===== src/hw/accel_event_defines.svh =====
/*
 * offsets, field positions and reset values of the event flag registers.
 * assumes inclusion by bare name from any design file.
 */
`ifndef ACCEL_EVENT_DEFINES_SVH
`define ACCEL_EVENT_DEFINES_SVH

`define REG_COUNT 16
`define ADDR_W 4
`define OFS_EVENT_0 4'h0
`define OFS_EVENT_1 4'h1
`define BIT_SHAKE_X_PLUS 0
`define BIT_SHAKE_X_MINUS 1
`define BIT_SHAKE_Y_PLUS 2
`define BIT_SHAKE_Y_MINUS 3
`define BIT_XY_CHANGE 6
`define BIT_Z_CHANGE 7
`define BIT_SAMPLE_READY 0
`define BIT_XY_CODE_LO 4
`define BIT_Z_ORIENT 6
`define BIT_TILT 7
`define BIT_SOFT_RESET 4
`define RST_FLAGS 8'h00
`define RST_STATUS 8'h00

`endif


===== src/hw/accel_event_pkg.sv =====
/*
 * types for the event flag block.
 * assumes nothing beyond a SystemVerilog compiler.
 */
package accel_event_pkg;

    // events raised by the sensing logic, one-cycle pulses
    typedef struct packed {
        logic z_change;
        logic xy_change;
        logic shake_y_minus;
        logic shake_y_plus;
        logic shake_x_minus;
        logic shake_x_plus;
        logic sample_ready;
    } event_pulse_t;

    // live orientation status
    typedef struct packed {
        logic tilt;
        logic z_orient;
        logic [1:0] xy_code;
    } orient_status_t;

    typedef enum logic [1:0] {
        SR_IDLE = 2'b00,
        SR_HOLD = 2'b01
    } soft_reset_state_t;

endpackage : accel_event_pkg


===== src/hw/accel_event_flag_regs.sv =====
/*
 * event source and clear registers of the accelerometer register space.
 * assumes a bus engine on core_clk giving reg_addr, one-cycle write and
 * read strobes, and xfer_active while a serial transfer is in progress.
 */
`include "accel_event_defines.svh"

module accel_event_flag_regs #(
    parameter int REG_COUNT = `REG_COUNT
) (
    // clock and reset
    input wire logic core_clk,
    input wire logic rst,
    // register access from the serial bus engine
    input wire logic [`ADDR_W-1:0] reg_addr,
    input wire logic reg_wr,
    input wire logic [7:0] reg_wdata,
    input wire logic reg_rd,
    output logic [7:0] reg_rdata,
    output logic reg_hit,
    input wire logic xfer_active,
    // sensing logic
    input wire accel_event_pkg::event_pulse_t events,
    input wire accel_event_pkg::orient_status_t orient,
    output logic [3:0] shake_enable,
    output logic soft_rst,
    // pin
    output logic int_out
);

    ////////////////////////////////////////////////////////////////////////

    // shake flags take bits 0..3; sample ready is index 4; xy 5; z 6
    localparam int FLAG_N = 7;

    logic wr_ev0;
    logic wr_ev1;
    logic [FLAG_N-1:0] set_vec;
    logic [FLAG_N-1:0] clr_vec;
    logic [FLAG_N-1:0] flag_vec;
    logic [3:0] shake_raw;
    logic [7:0] src0;
    logic [7:0] src1;
    logic [7:0] nxt_rdata;
    logic [7:0] rdata_ff;
    logic soft_cmd;

    // writes reach the clear side of shared addresses, plus the soft reset command at bit 4 of event 1
    assign wr_ev0 = reg_wr && (reg_addr == `OFS_EVENT_0);
    assign wr_ev1 = reg_wr && (reg_addr == `OFS_EVENT_1);
    assign soft_cmd = wr_ev1 && reg_wdata[`BIT_SOFT_RESET];

    ////////////////////////////////////////////////////////////////////////

    assign shake_raw = {events.shake_y_minus, events.shake_y_plus,
                        events.shake_x_minus, events.shake_x_plus};

    // a set shake flag masks its own detector until cleared
    assign shake_enable = ~flag_vec[3:0];

    assign set_vec[3:0] = shake_raw & shake_enable;
    assign set_vec[4] = events.sample_ready;
    assign set_vec[5] = events.xy_change;
    assign set_vec[6] = events.z_change;

    // clear strobes are single-cycle, so the clear bit is never stored
    assign clr_vec[0] = wr_ev0 && reg_wdata[`BIT_SHAKE_X_PLUS];
    assign clr_vec[1] = wr_ev0 && reg_wdata[`BIT_SHAKE_X_MINUS];
    assign clr_vec[2] = wr_ev0 && reg_wdata[`BIT_SHAKE_Y_PLUS];
    assign clr_vec[3] = wr_ev0 && reg_wdata[`BIT_SHAKE_Y_MINUS];
    assign clr_vec[4] = wr_ev1 && reg_wdata[`BIT_SAMPLE_READY];
    assign clr_vec[5] = wr_ev0 && reg_wdata[`BIT_XY_CHANGE];
    assign clr_vec[6] = wr_ev0 && reg_wdata[`BIT_Z_CHANGE];

    genvar gi;
    generate
        for (gi = 0; gi < FLAG_N; gi++) begin : g_flag
            accel_sticky_flag u_flag (
                .core_clk(core_clk),
                .rst(rst),
                .soft_rst(soft_rst),
                .set_pulse(set_vec[gi]),
                .clear_pulse(clr_vec[gi]),
                .flag(flag_vec[gi])
            );
        end
    endgenerate

    accel_soft_reset u_soft_reset (
        .core_clk(core_clk),
        .rst(rst),
        .cmd(soft_cmd),
        .xfer_active(xfer_active),
        .soft_rst(soft_rst)
    );

    ////////////////////////////////////////////////////////////////////////

    assign src0 = {flag_vec[6], flag_vec[5], 2'b00, flag_vec[3:0]};
    assign src1 = {orient.tilt, orient.z_orient, orient.xy_code, 3'b000, flag_vec[4]};

    // other addresses belong to blocks outside; read zero here
    assign reg_hit = (reg_addr == `OFS_EVENT_0) || (reg_addr == `OFS_EVENT_1);

    assign nxt_rdata = (reg_addr == `OFS_EVENT_0) ? src0 :
                       (reg_addr == `OFS_EVENT_1) ? src1 : `RST_STATUS;

    always_ff @(posedge core_clk or posedge rst) begin
        if (rst) begin
            rdata_ff <= `RST_STATUS;
        end else if (reg_rd) begin
            rdata_ff <= nxt_rdata;
        end
    end

    assign reg_rdata = rdata_ff;

    // interrupt pin follows the latched causes, not the status bits
    logic int_ff;
    always_ff @(posedge core_clk or posedge rst) begin
        if (rst) begin
            int_ff <= 1'b0;
        end else begin
            int_ff <= |{flag_vec[6:5], flag_vec[3:0]};
        end
    end
    assign int_out = int_ff;

    ////////////////////////////////////////////////////////////////////////

    a_shake_sets: assert property (@(posedge core_clk) disable iff (rst || soft_rst)
        (events.shake_x_plus && shake_enable[0] && !soft_cmd) |=> flag_vec[0])
        else $error("shake flag not set");
    a_flag_sticks: assert property (@(posedge core_clk) disable iff (rst || soft_rst)
        (flag_vec[5] && !clr_vec[5]) |=> flag_vec[5])
        else $error("flag lost without clear");
    a_clear_works: assert property (@(posedge core_clk) disable iff (rst || soft_rst)
        (clr_vec[6] && !set_vec[6] && !soft_cmd) |=> !flag_vec[6])
        else $error("clear ignored");
    a_shake_blocks: assert property (@(posedge core_clk) disable iff (rst)
        flag_vec[2] |-> !shake_enable[2])
        else $error("shake not suppressed");
    a_ready_sets: assert property (@(posedge core_clk) disable iff (rst || soft_rst)
        (events.sample_ready && !soft_cmd) |=> flag_vec[4])
        else $error("sample ready not set");
    a_read_src0: assert property (@(posedge core_clk) disable iff (rst)
        (reg_rd && reg_addr == `OFS_EVENT_0) |=> reg_rdata == $past(src0))
        else $error("wrong source 0 read");
    a_read_src1_zero: assert property (@(posedge core_clk) disable iff (rst)
        (reg_rd && reg_addr == `OFS_EVENT_1) |=> reg_rdata[3:1] == 3'h0)
        else $error("reserved bits not zero");
    a_int_follows: assert property (@(posedge core_clk) disable iff (rst)
        (flag_vec[0] ##1 flag_vec[0]) |-> int_out)
        else $error("interrupt not raised");
    a_zero_write: assert property (@(posedge core_clk) disable iff (rst || soft_rst)
        (wr_ev0 && reg_wdata == 8'h00) |=> flag_vec[3:0] == ($past(flag_vec[3:0]) | $past(set_vec[3:0])))
        else $error("zero write changed flags");
    a_ready_clears: assert property (@(posedge core_clk) disable iff (rst || soft_rst)
        (clr_vec[4] && !set_vec[4] && !soft_cmd) |=> !flag_vec[4])
        else $error("sample ready clear ignored");
    a_set_wins: assert property (@(posedge core_clk) disable iff (rst || soft_rst)
        (set_vec[6] && clr_vec[6] && !soft_cmd) |=> flag_vec[6])
        else $error("coincident event lost");
    a_soft_clears: assert property (@(posedge core_clk) disable iff (rst)
        soft_rst |=> (flag_vec == '0))
        else $error("soft reset left a flag set");
    a_int_drops: assert property (@(posedge core_clk) disable iff (rst)
        (flag_vec[6:5] == 2'b00 && flag_vec[3:0] == 4'h0) |=> !int_out)
        else $error("interrupt stuck high");

endmodule : accel_event_flag_regs


===== src/hw/accel_soft_reset.sv =====
/*
 * soft reset hold: asserted from the command until the bus transfer ends.
 * assumes xfer_active from the bus engine on core_clk.
 */
`include "accel_event_defines.svh"

module accel_soft_reset (
    // clock and reset
    input wire logic core_clk,
    input wire logic rst,
    // control
    input wire logic cmd,
    input wire logic xfer_active,
    // result
    output logic soft_rst
);

    accel_event_pkg::soft_reset_state_t state_ff;
    accel_event_pkg::soft_reset_state_t nxt_state;

    always_comb begin
        nxt_state = state_ff;
        case (state_ff)
            accel_event_pkg::SR_IDLE: begin
                if (cmd) begin
                    nxt_state = accel_event_pkg::SR_HOLD;
                end
            end
            accel_event_pkg::SR_HOLD: begin
                // held while the transfer lasts
                if (!xfer_active && !cmd) begin
                    nxt_state = accel_event_pkg::SR_IDLE;
                end
            end
            default: nxt_state = accel_event_pkg::SR_IDLE;
        endcase
    end

    always_ff @(posedge core_clk or posedge rst) begin
        if (rst) begin
            state_ff <= accel_event_pkg::SR_IDLE;
        end else begin
            state_ff <= nxt_state;
        end
    end

    assign soft_rst = (state_ff == accel_event_pkg::SR_HOLD);

    a_reset_holds: assert property (@(posedge core_clk) disable iff (rst)
        cmd |=> soft_rst) else $error("soft reset not raised");
    a_reset_spans: assert property (@(posedge core_clk) disable iff (rst)
        (soft_rst && xfer_active) |=> soft_rst)
        else $error("soft reset dropped mid transfer");

endmodule : accel_soft_reset


===== src/hw/accel_sticky_flag.sv =====
/*
 * one sticky event flag; set wins over clear.
 * assumes event and clear pulses on core_clk.
 */
`include "accel_event_defines.svh"

module accel_sticky_flag (
    // clock and reset
    input wire logic core_clk,
    input wire logic rst,
    input wire logic soft_rst,
    // control
    input wire logic set_pulse,
    input wire logic clear_pulse,
    // state
    output logic flag
);

    logic flag_ff;
    logic nxt_flag;

    // set beats clear so a coincident event survives
    assign nxt_flag = set_pulse | (flag_ff & ~clear_pulse);

    always_ff @(posedge core_clk or posedge rst) begin
        if (rst) begin
            flag_ff <= 1'b0;
        end else if (soft_rst) begin
            flag_ff <= 1'b0;
        end else begin
            flag_ff <= nxt_flag;
        end
    end

    assign flag = flag_ff;

endmodule : accel_sticky_flag

===== config.mk =====
export PLATFORM = sky130hd
export DESIGN_NAME = accel_event_flag_regs
export DESIGN_NICKNAME = d
export VERILOG_FILES = /design/src/hw/accel_event_pkg.sv /design/src/hw/accel_event_flag_regs.sv /design/src/hw/accel_soft_reset.sv /design/src/hw/accel_sticky_flag.sv
export VERILOG_INCLUDE_DIRS = /design/src /design/src/hw
export SDC_FILE = /design/constraint.sdc
export NUM_CORES = 1
export LEC_CHECK = 0
export BUFFER_PORTS_ARGS = -buffer_cell sky130_fd_sc_hd__buf_2
export CAP_MARGIN = 30
export CORE_MARGIN = 10
export CORE_UTILIZATION = 49
export DETAILED_ROUTE_END_ITERATION = 10
export PLACE_DENSITY = 0.82
export SLEW_MARGIN = 0
export SYNTH_ARGS = -nofsm -noshare
export SYNTH_HDL_FRONTEND = slang
export SYNTH_HIERARCHICAL = 1
export SYNTH_SLANG_ARGS = --single-unit

===== constraint.sdc =====
create_clock -name core_clk -period 1.9 [get_ports core_clk]
set_input_delay 0.19 -clock core_clk [delete_from_list [all_inputs] [get_ports core_clk]]
set_output_delay 0.19 -clock core_clk [all_outputs]
set_load 0.05 [all_outputs]

After elaboration in Yosys (flattened, before gate mapping)
Index checks and enable logic that the tools add are counted.
W data, S select, Z words.
Cells by class
  reductions and logical operators: 18
  multiplexer cells: 12
  equal/unequal tests: 4
  bitwise operators: 23
Operators by type and width (number)
  $mux W8: 2
  $logic_and A1 B1 Y1: 11
  $and A1 B1 Y1: 7
  $mux W1: 7
  $not A1 Y1: 7
  $or A1 B1 Y1: 7
  $reduce_or A6 Y1: 1
  $and A4 B4 Y4: 1
  $eq A4 B1 Y1 const B: 1
  $logic_not A4 Y1: 1
  $mux W2: 2
  $ne A2 B1 Y1 const B: 2
  $not A4 Y4: 1
  $pmux W2 S2: 1
  $eq A2 B1 Y1 const B: 1
  $logic_not A1 Y1: 2
  $logic_not A2 Y1: 1
  $reduce_and A2 Y1: 1
  $logic_or A1 B1 Y1: 1
Storage, ports and cells
  bits of input ports: 28
  output and inout port bits: 15
  register bits: 18

Logic depth before layout (Yosys ltp)
  word-level depth: 7
  gate-level depth with buffers: 6

By module
The synthesis kept the hierarchy.
By module, submodules not included
  accel_event_flag_regs: sequential area each 225.2 µm², instances 1, cells each 61, area each 614.3 µm²
  accel_sticky_flag: sequential area each 25.0 µm², instances 7, cells each 5, area each 47.5 µm²
  accel_soft_reset: sequential area each 25.0 µm², instances 1, cells each 3, area each 36.3 µm²

Least setup slack after synthesis
Ideal clock, no wire load.
  path type: input to output
  start: in reg_addr[3]
  end: out reg_hit
  cell stages on the path: 1
  data arrival time: 1287 ps
  slack: 423 ps
  cells stage by stage: nor3_1
Between the ends
  word-level cells in the longest chain between the ends: 2
  elaborated cells on any way between the ends: 3
  those cells by class: 1 x eq/ne; 2 x reduce/logical
RTL lines
  from (decl): line accel_event_flag_regs.sv:15  | input wire logic [`ADDR_W-1:0] reg_addr,
  $eq A4 B1 Y1 (no source line) or $logic_not A4 Y1 (tied branches)
  $logic_or A1 B1 Y1 (*): line accel_event_flag_regs.sv:103  | assign reg_hit = (reg_addr == `OFS_EVENT_0) || (reg_addr == `OFS_EVENT_1);
  to (decl): line accel_event_flag_regs.sv:20  | output logic reg_hit,
Every way passes the cells marked *; elsewhere a longest branch is shown, timed or not.

Worst setup path in the final report
  start: reg u_soft_reset.state_ff[0]
  end: out soft_rst
Between the ends
  word-level cells in the longest chain between the ends: 1
RTL lines
  from (decl): line accel_soft_reset.sv:18  | accel_event_pkg::soft_reset_state_t state_ff;
  from (signal assigned): line accel_soft_reset.sv:41  | state_ff <= accel_event_pkg::SR_IDLE;
  from (signal assigned): line accel_soft_reset.sv:43  | state_ff <= nxt_state;
  $eq A2 B1 Y1: line accel_soft_reset.sv:47  | assign soft_rst = (state_ff == accel_event_pkg::SR_HOLD);
  to (decl): line accel_event_flag_regs.sv:26  | output logic soft_rst,
Every way passes these cells.

==> reports/metrics.yaml <==
route:
  drt-total-wl_um: 2370
  vias: 807
  drt_iter0_markers: 16
  viasPerCell: 4.83
  final_antenna_net_count: 0
  wl_per_cell_um: 14.2
  drt_first_pass_iters: 4
  route.detailed.drc: 0
finish:
  layout.area.seq_um2: 425
  drive_above_1_share_pct: 44.3
  final_nets: 169
  num-fill-cells: 184
  fin_util_pct: 62.0
  multi_input_area_um2: 398
  area_growth_pct: 22.5
  n_antenna_cell: 0
pwr:
  p_per_area_mw_per_mm2: 864
  ir_drop_mv: 0.491
  power_leakage_nw: 0.643
die:
  ioPinCount: 43
  core_mm2: 0.00194
  rows: 16
  dieArea_mm2: 0.00420
  fp.dieH_um: 64.8
  initial_core_util_pct: 50.6
  die-width_um: 64.8
timing:
  setup_violations: 0
  maxSlewHeadroom_pct: 71.1
  rsz0062_at_grt: "no"
  period_share_pct: 76.7
  final_hold_viol_count: 0
  layout_setup_ws_ns: 0.443
  worst_pin_slew_ns: 0.433
  final_max_slew_viol_count: 0
  tns_ns: 0
  period_minus_slack_ns: 1.46
  fmax_ghz: 0.686
  fin_hold_ws_ns: 0.108
  fin_worst_skew_ns: 0.00585
cts:
  clk_path_buf_depth: 2
  cts_tree: "done"
  cts_made_buffers: 3
  cts_max_level: 1
  ctsRootBufferMaster: "clkbuf_4"
  worstSkewPairLatency_ns: 0.29
  clk_pin_slew_worst_paths_ns: 0.10
  cts_resized: 0
  post_cts_buffers: 0
  clock-sinks: 17
  ctsHoldBuffers: 1
placed_design:
  numPortBuffers: 41
  gp_congestion: 0.742
  pre_cts_ws_ns: 0.268
  hpwl_um: 1890
grt:
  antenna_found_initial: 0
  use_met2_pct: 17.4
  grt_usage_pct: 11.0
  grt_pass1_vias: 847
  grt_max_degree: 16
  busiest_layer: "met2"
  met3_usage_pct: 4.12
  grt_pass1_wl_um: 3820
  grt-ovfl-total: 0
  met1_usage_pct: 13.0
synthesis:
  synth.distinct_cells: 19
  syn_area_per_cell_um2: 9.93
  ys_seq_elements: 17
  yosys_warnings: 6
  syn_inst: 99
  synth_fp_nets: 127
  synth_area_um2: 983
  yosysSeqAreaShare_pct: 43.3
hold_path:
  min_from: "xfer_active"
  whs_path_depth: 2
  whs_endpoint: "u_soft_reset/state_ff[0]"
  hold_class: "in2reg"
worst_setup_path:
  reg2reg_to: "int_out"
  path_cells: "buf_2"
  critPathRequiredTime_ns: 1.71
  critPathCaptureType: "primary output"
  cpMaxStageDelayCell: "dfrtp_1"
  cp.arrival_ns: 1.27
  reg2reg_depth: 2
  worstSetupPathType: "reg2out"
  r2r_start: "g_flag[2].u_flag/flag"
  critical-path-max-stage-delay_ns: 0.62
  critPathTopFamily: "flip-flops"
  reg2reg_slack_ns: 0.99
  start_kind: "register"
  crit_buf_inv: 1
  path_max_fanout: 9
  cp.depth: 1
outcome:
  status: "completed"
flow_run:
  drv_cap: 0
==> logic make-up (layout without fill, tap and decap cells) <==
group	after synthesis	count (layout)	share of synthesized area, %
mux	3	3	3.05
simple gates	30	30	22.3
buf+inv	33	74	16.3
compound gates	16	16	15.1
flops	17	17	43.3
==> synth_stat cells (all sizes together) <==
| cell | n | area (um2) |
|---|---|---|
| inv | 28 | 105 |
| dfrtp | 17 | 425 |
| a21oi | 7 | 61.3 |
| nand2b | 7 | 43.8 |
| nor3b | 6 | 75.1 |
| nand2 | 5 | 18.8 |
| o22ai | 5 | 31.3 |
| nor2b | 4 | 25.0 |
| buf | 3 | 27.5 |
| mux2i | 3 | 30.0 |
| nor2 | 3 | 11.3 |
| o32ai | 3 | 48.8 |
| or4b | 3 | 33.8 |
| clkbuf | 2 | 27.5 |
| a21o | 1 | 7.51 |
| nor3 | 1 | 5.00 |
| nor4 | 1 | 6.26 |
==> registers in the layout, indices dropped and copies added (netlist names) <==
name,flops
int_out,1
u_soft_reset/state_ff,1
g_flag.u_flag/flag,7
reg_rdata,8
==> worst max path at each step <==
stage,from,slack [ns],to
2_1_floorplan,reg_addr[3],0.42,reg_hit
3_3_place_gp,reg_addr[3],0.28,g_flag[5].u_flag/flag
3_5_place_dp,reg_addr[3],0.27,g_flag[3].u_flag/flag
4_1_cts,u_soft_reset/state_ff[0],0.43,soft_rst
5_1_grt,u_soft_reset/state_ff[0],0.39,soft_rst
6_report,u_soft_reset/state_ff[0],0.44,soft_rst
==> cell type report <==
class	instances	share of cell area (%)
Clock inverter	1	0.415
Multi-Input combinational cell	49	33.0
Clock buffer	3	1.87
Inverter	28	8.72
Sequential cell	17	35.3
Timing Repair Buffer	42	17.9
Tap cell	27	2.80
==> cells in the final DEF (no fill, tap or decap) <==
cell,instances
dlygate4sd3_1,1
nor2_1,3
dfrtp_1,17
buf_2,41
nor2b_1,4
or4b_1,2
inv_1,28
nand2_1,5
a21oi_2,7
mux2i_1,3
nor3_1,1
nor3b_2,6
nor4_1,1
clkinv_2,1
nand2b_1,7
o32ai_2,3
or4b_4,1
a21o_1,1
clkbuf_4,3
o22ai_1,5
==> per-stage QoR <==
stage / cells / cell area [um2] / power [mW]
3_5_place_dp: 162 / 1170 / 0.855
4_1_cts: 167 / 1200 / 1.05
3_3_place_gp: 162 / 1170 / 0.841
6_report: 167 / 1200 / 1.04
5_1_grt: 167 / 1200 / 1.10
2_1_floorplan: 99 / 983 / 0.753
==> metal layers <==
metal,share of wire [%],vias up
met4,0.68,0
li1,-,395
met2,46,31
met3,9.0,2
met5,0,-
met1,44,379
==> power breakdown <==
group	total (mW)	internal, mW	switching (mW)
combinational	0.389	0.116	0.273
clock	0.195	0.0783	0.117
sequential	0.456	0.407	0.0495
total	1.04	0.601	0.440
No activity file was read; power rests on OpenSTA's default activity.
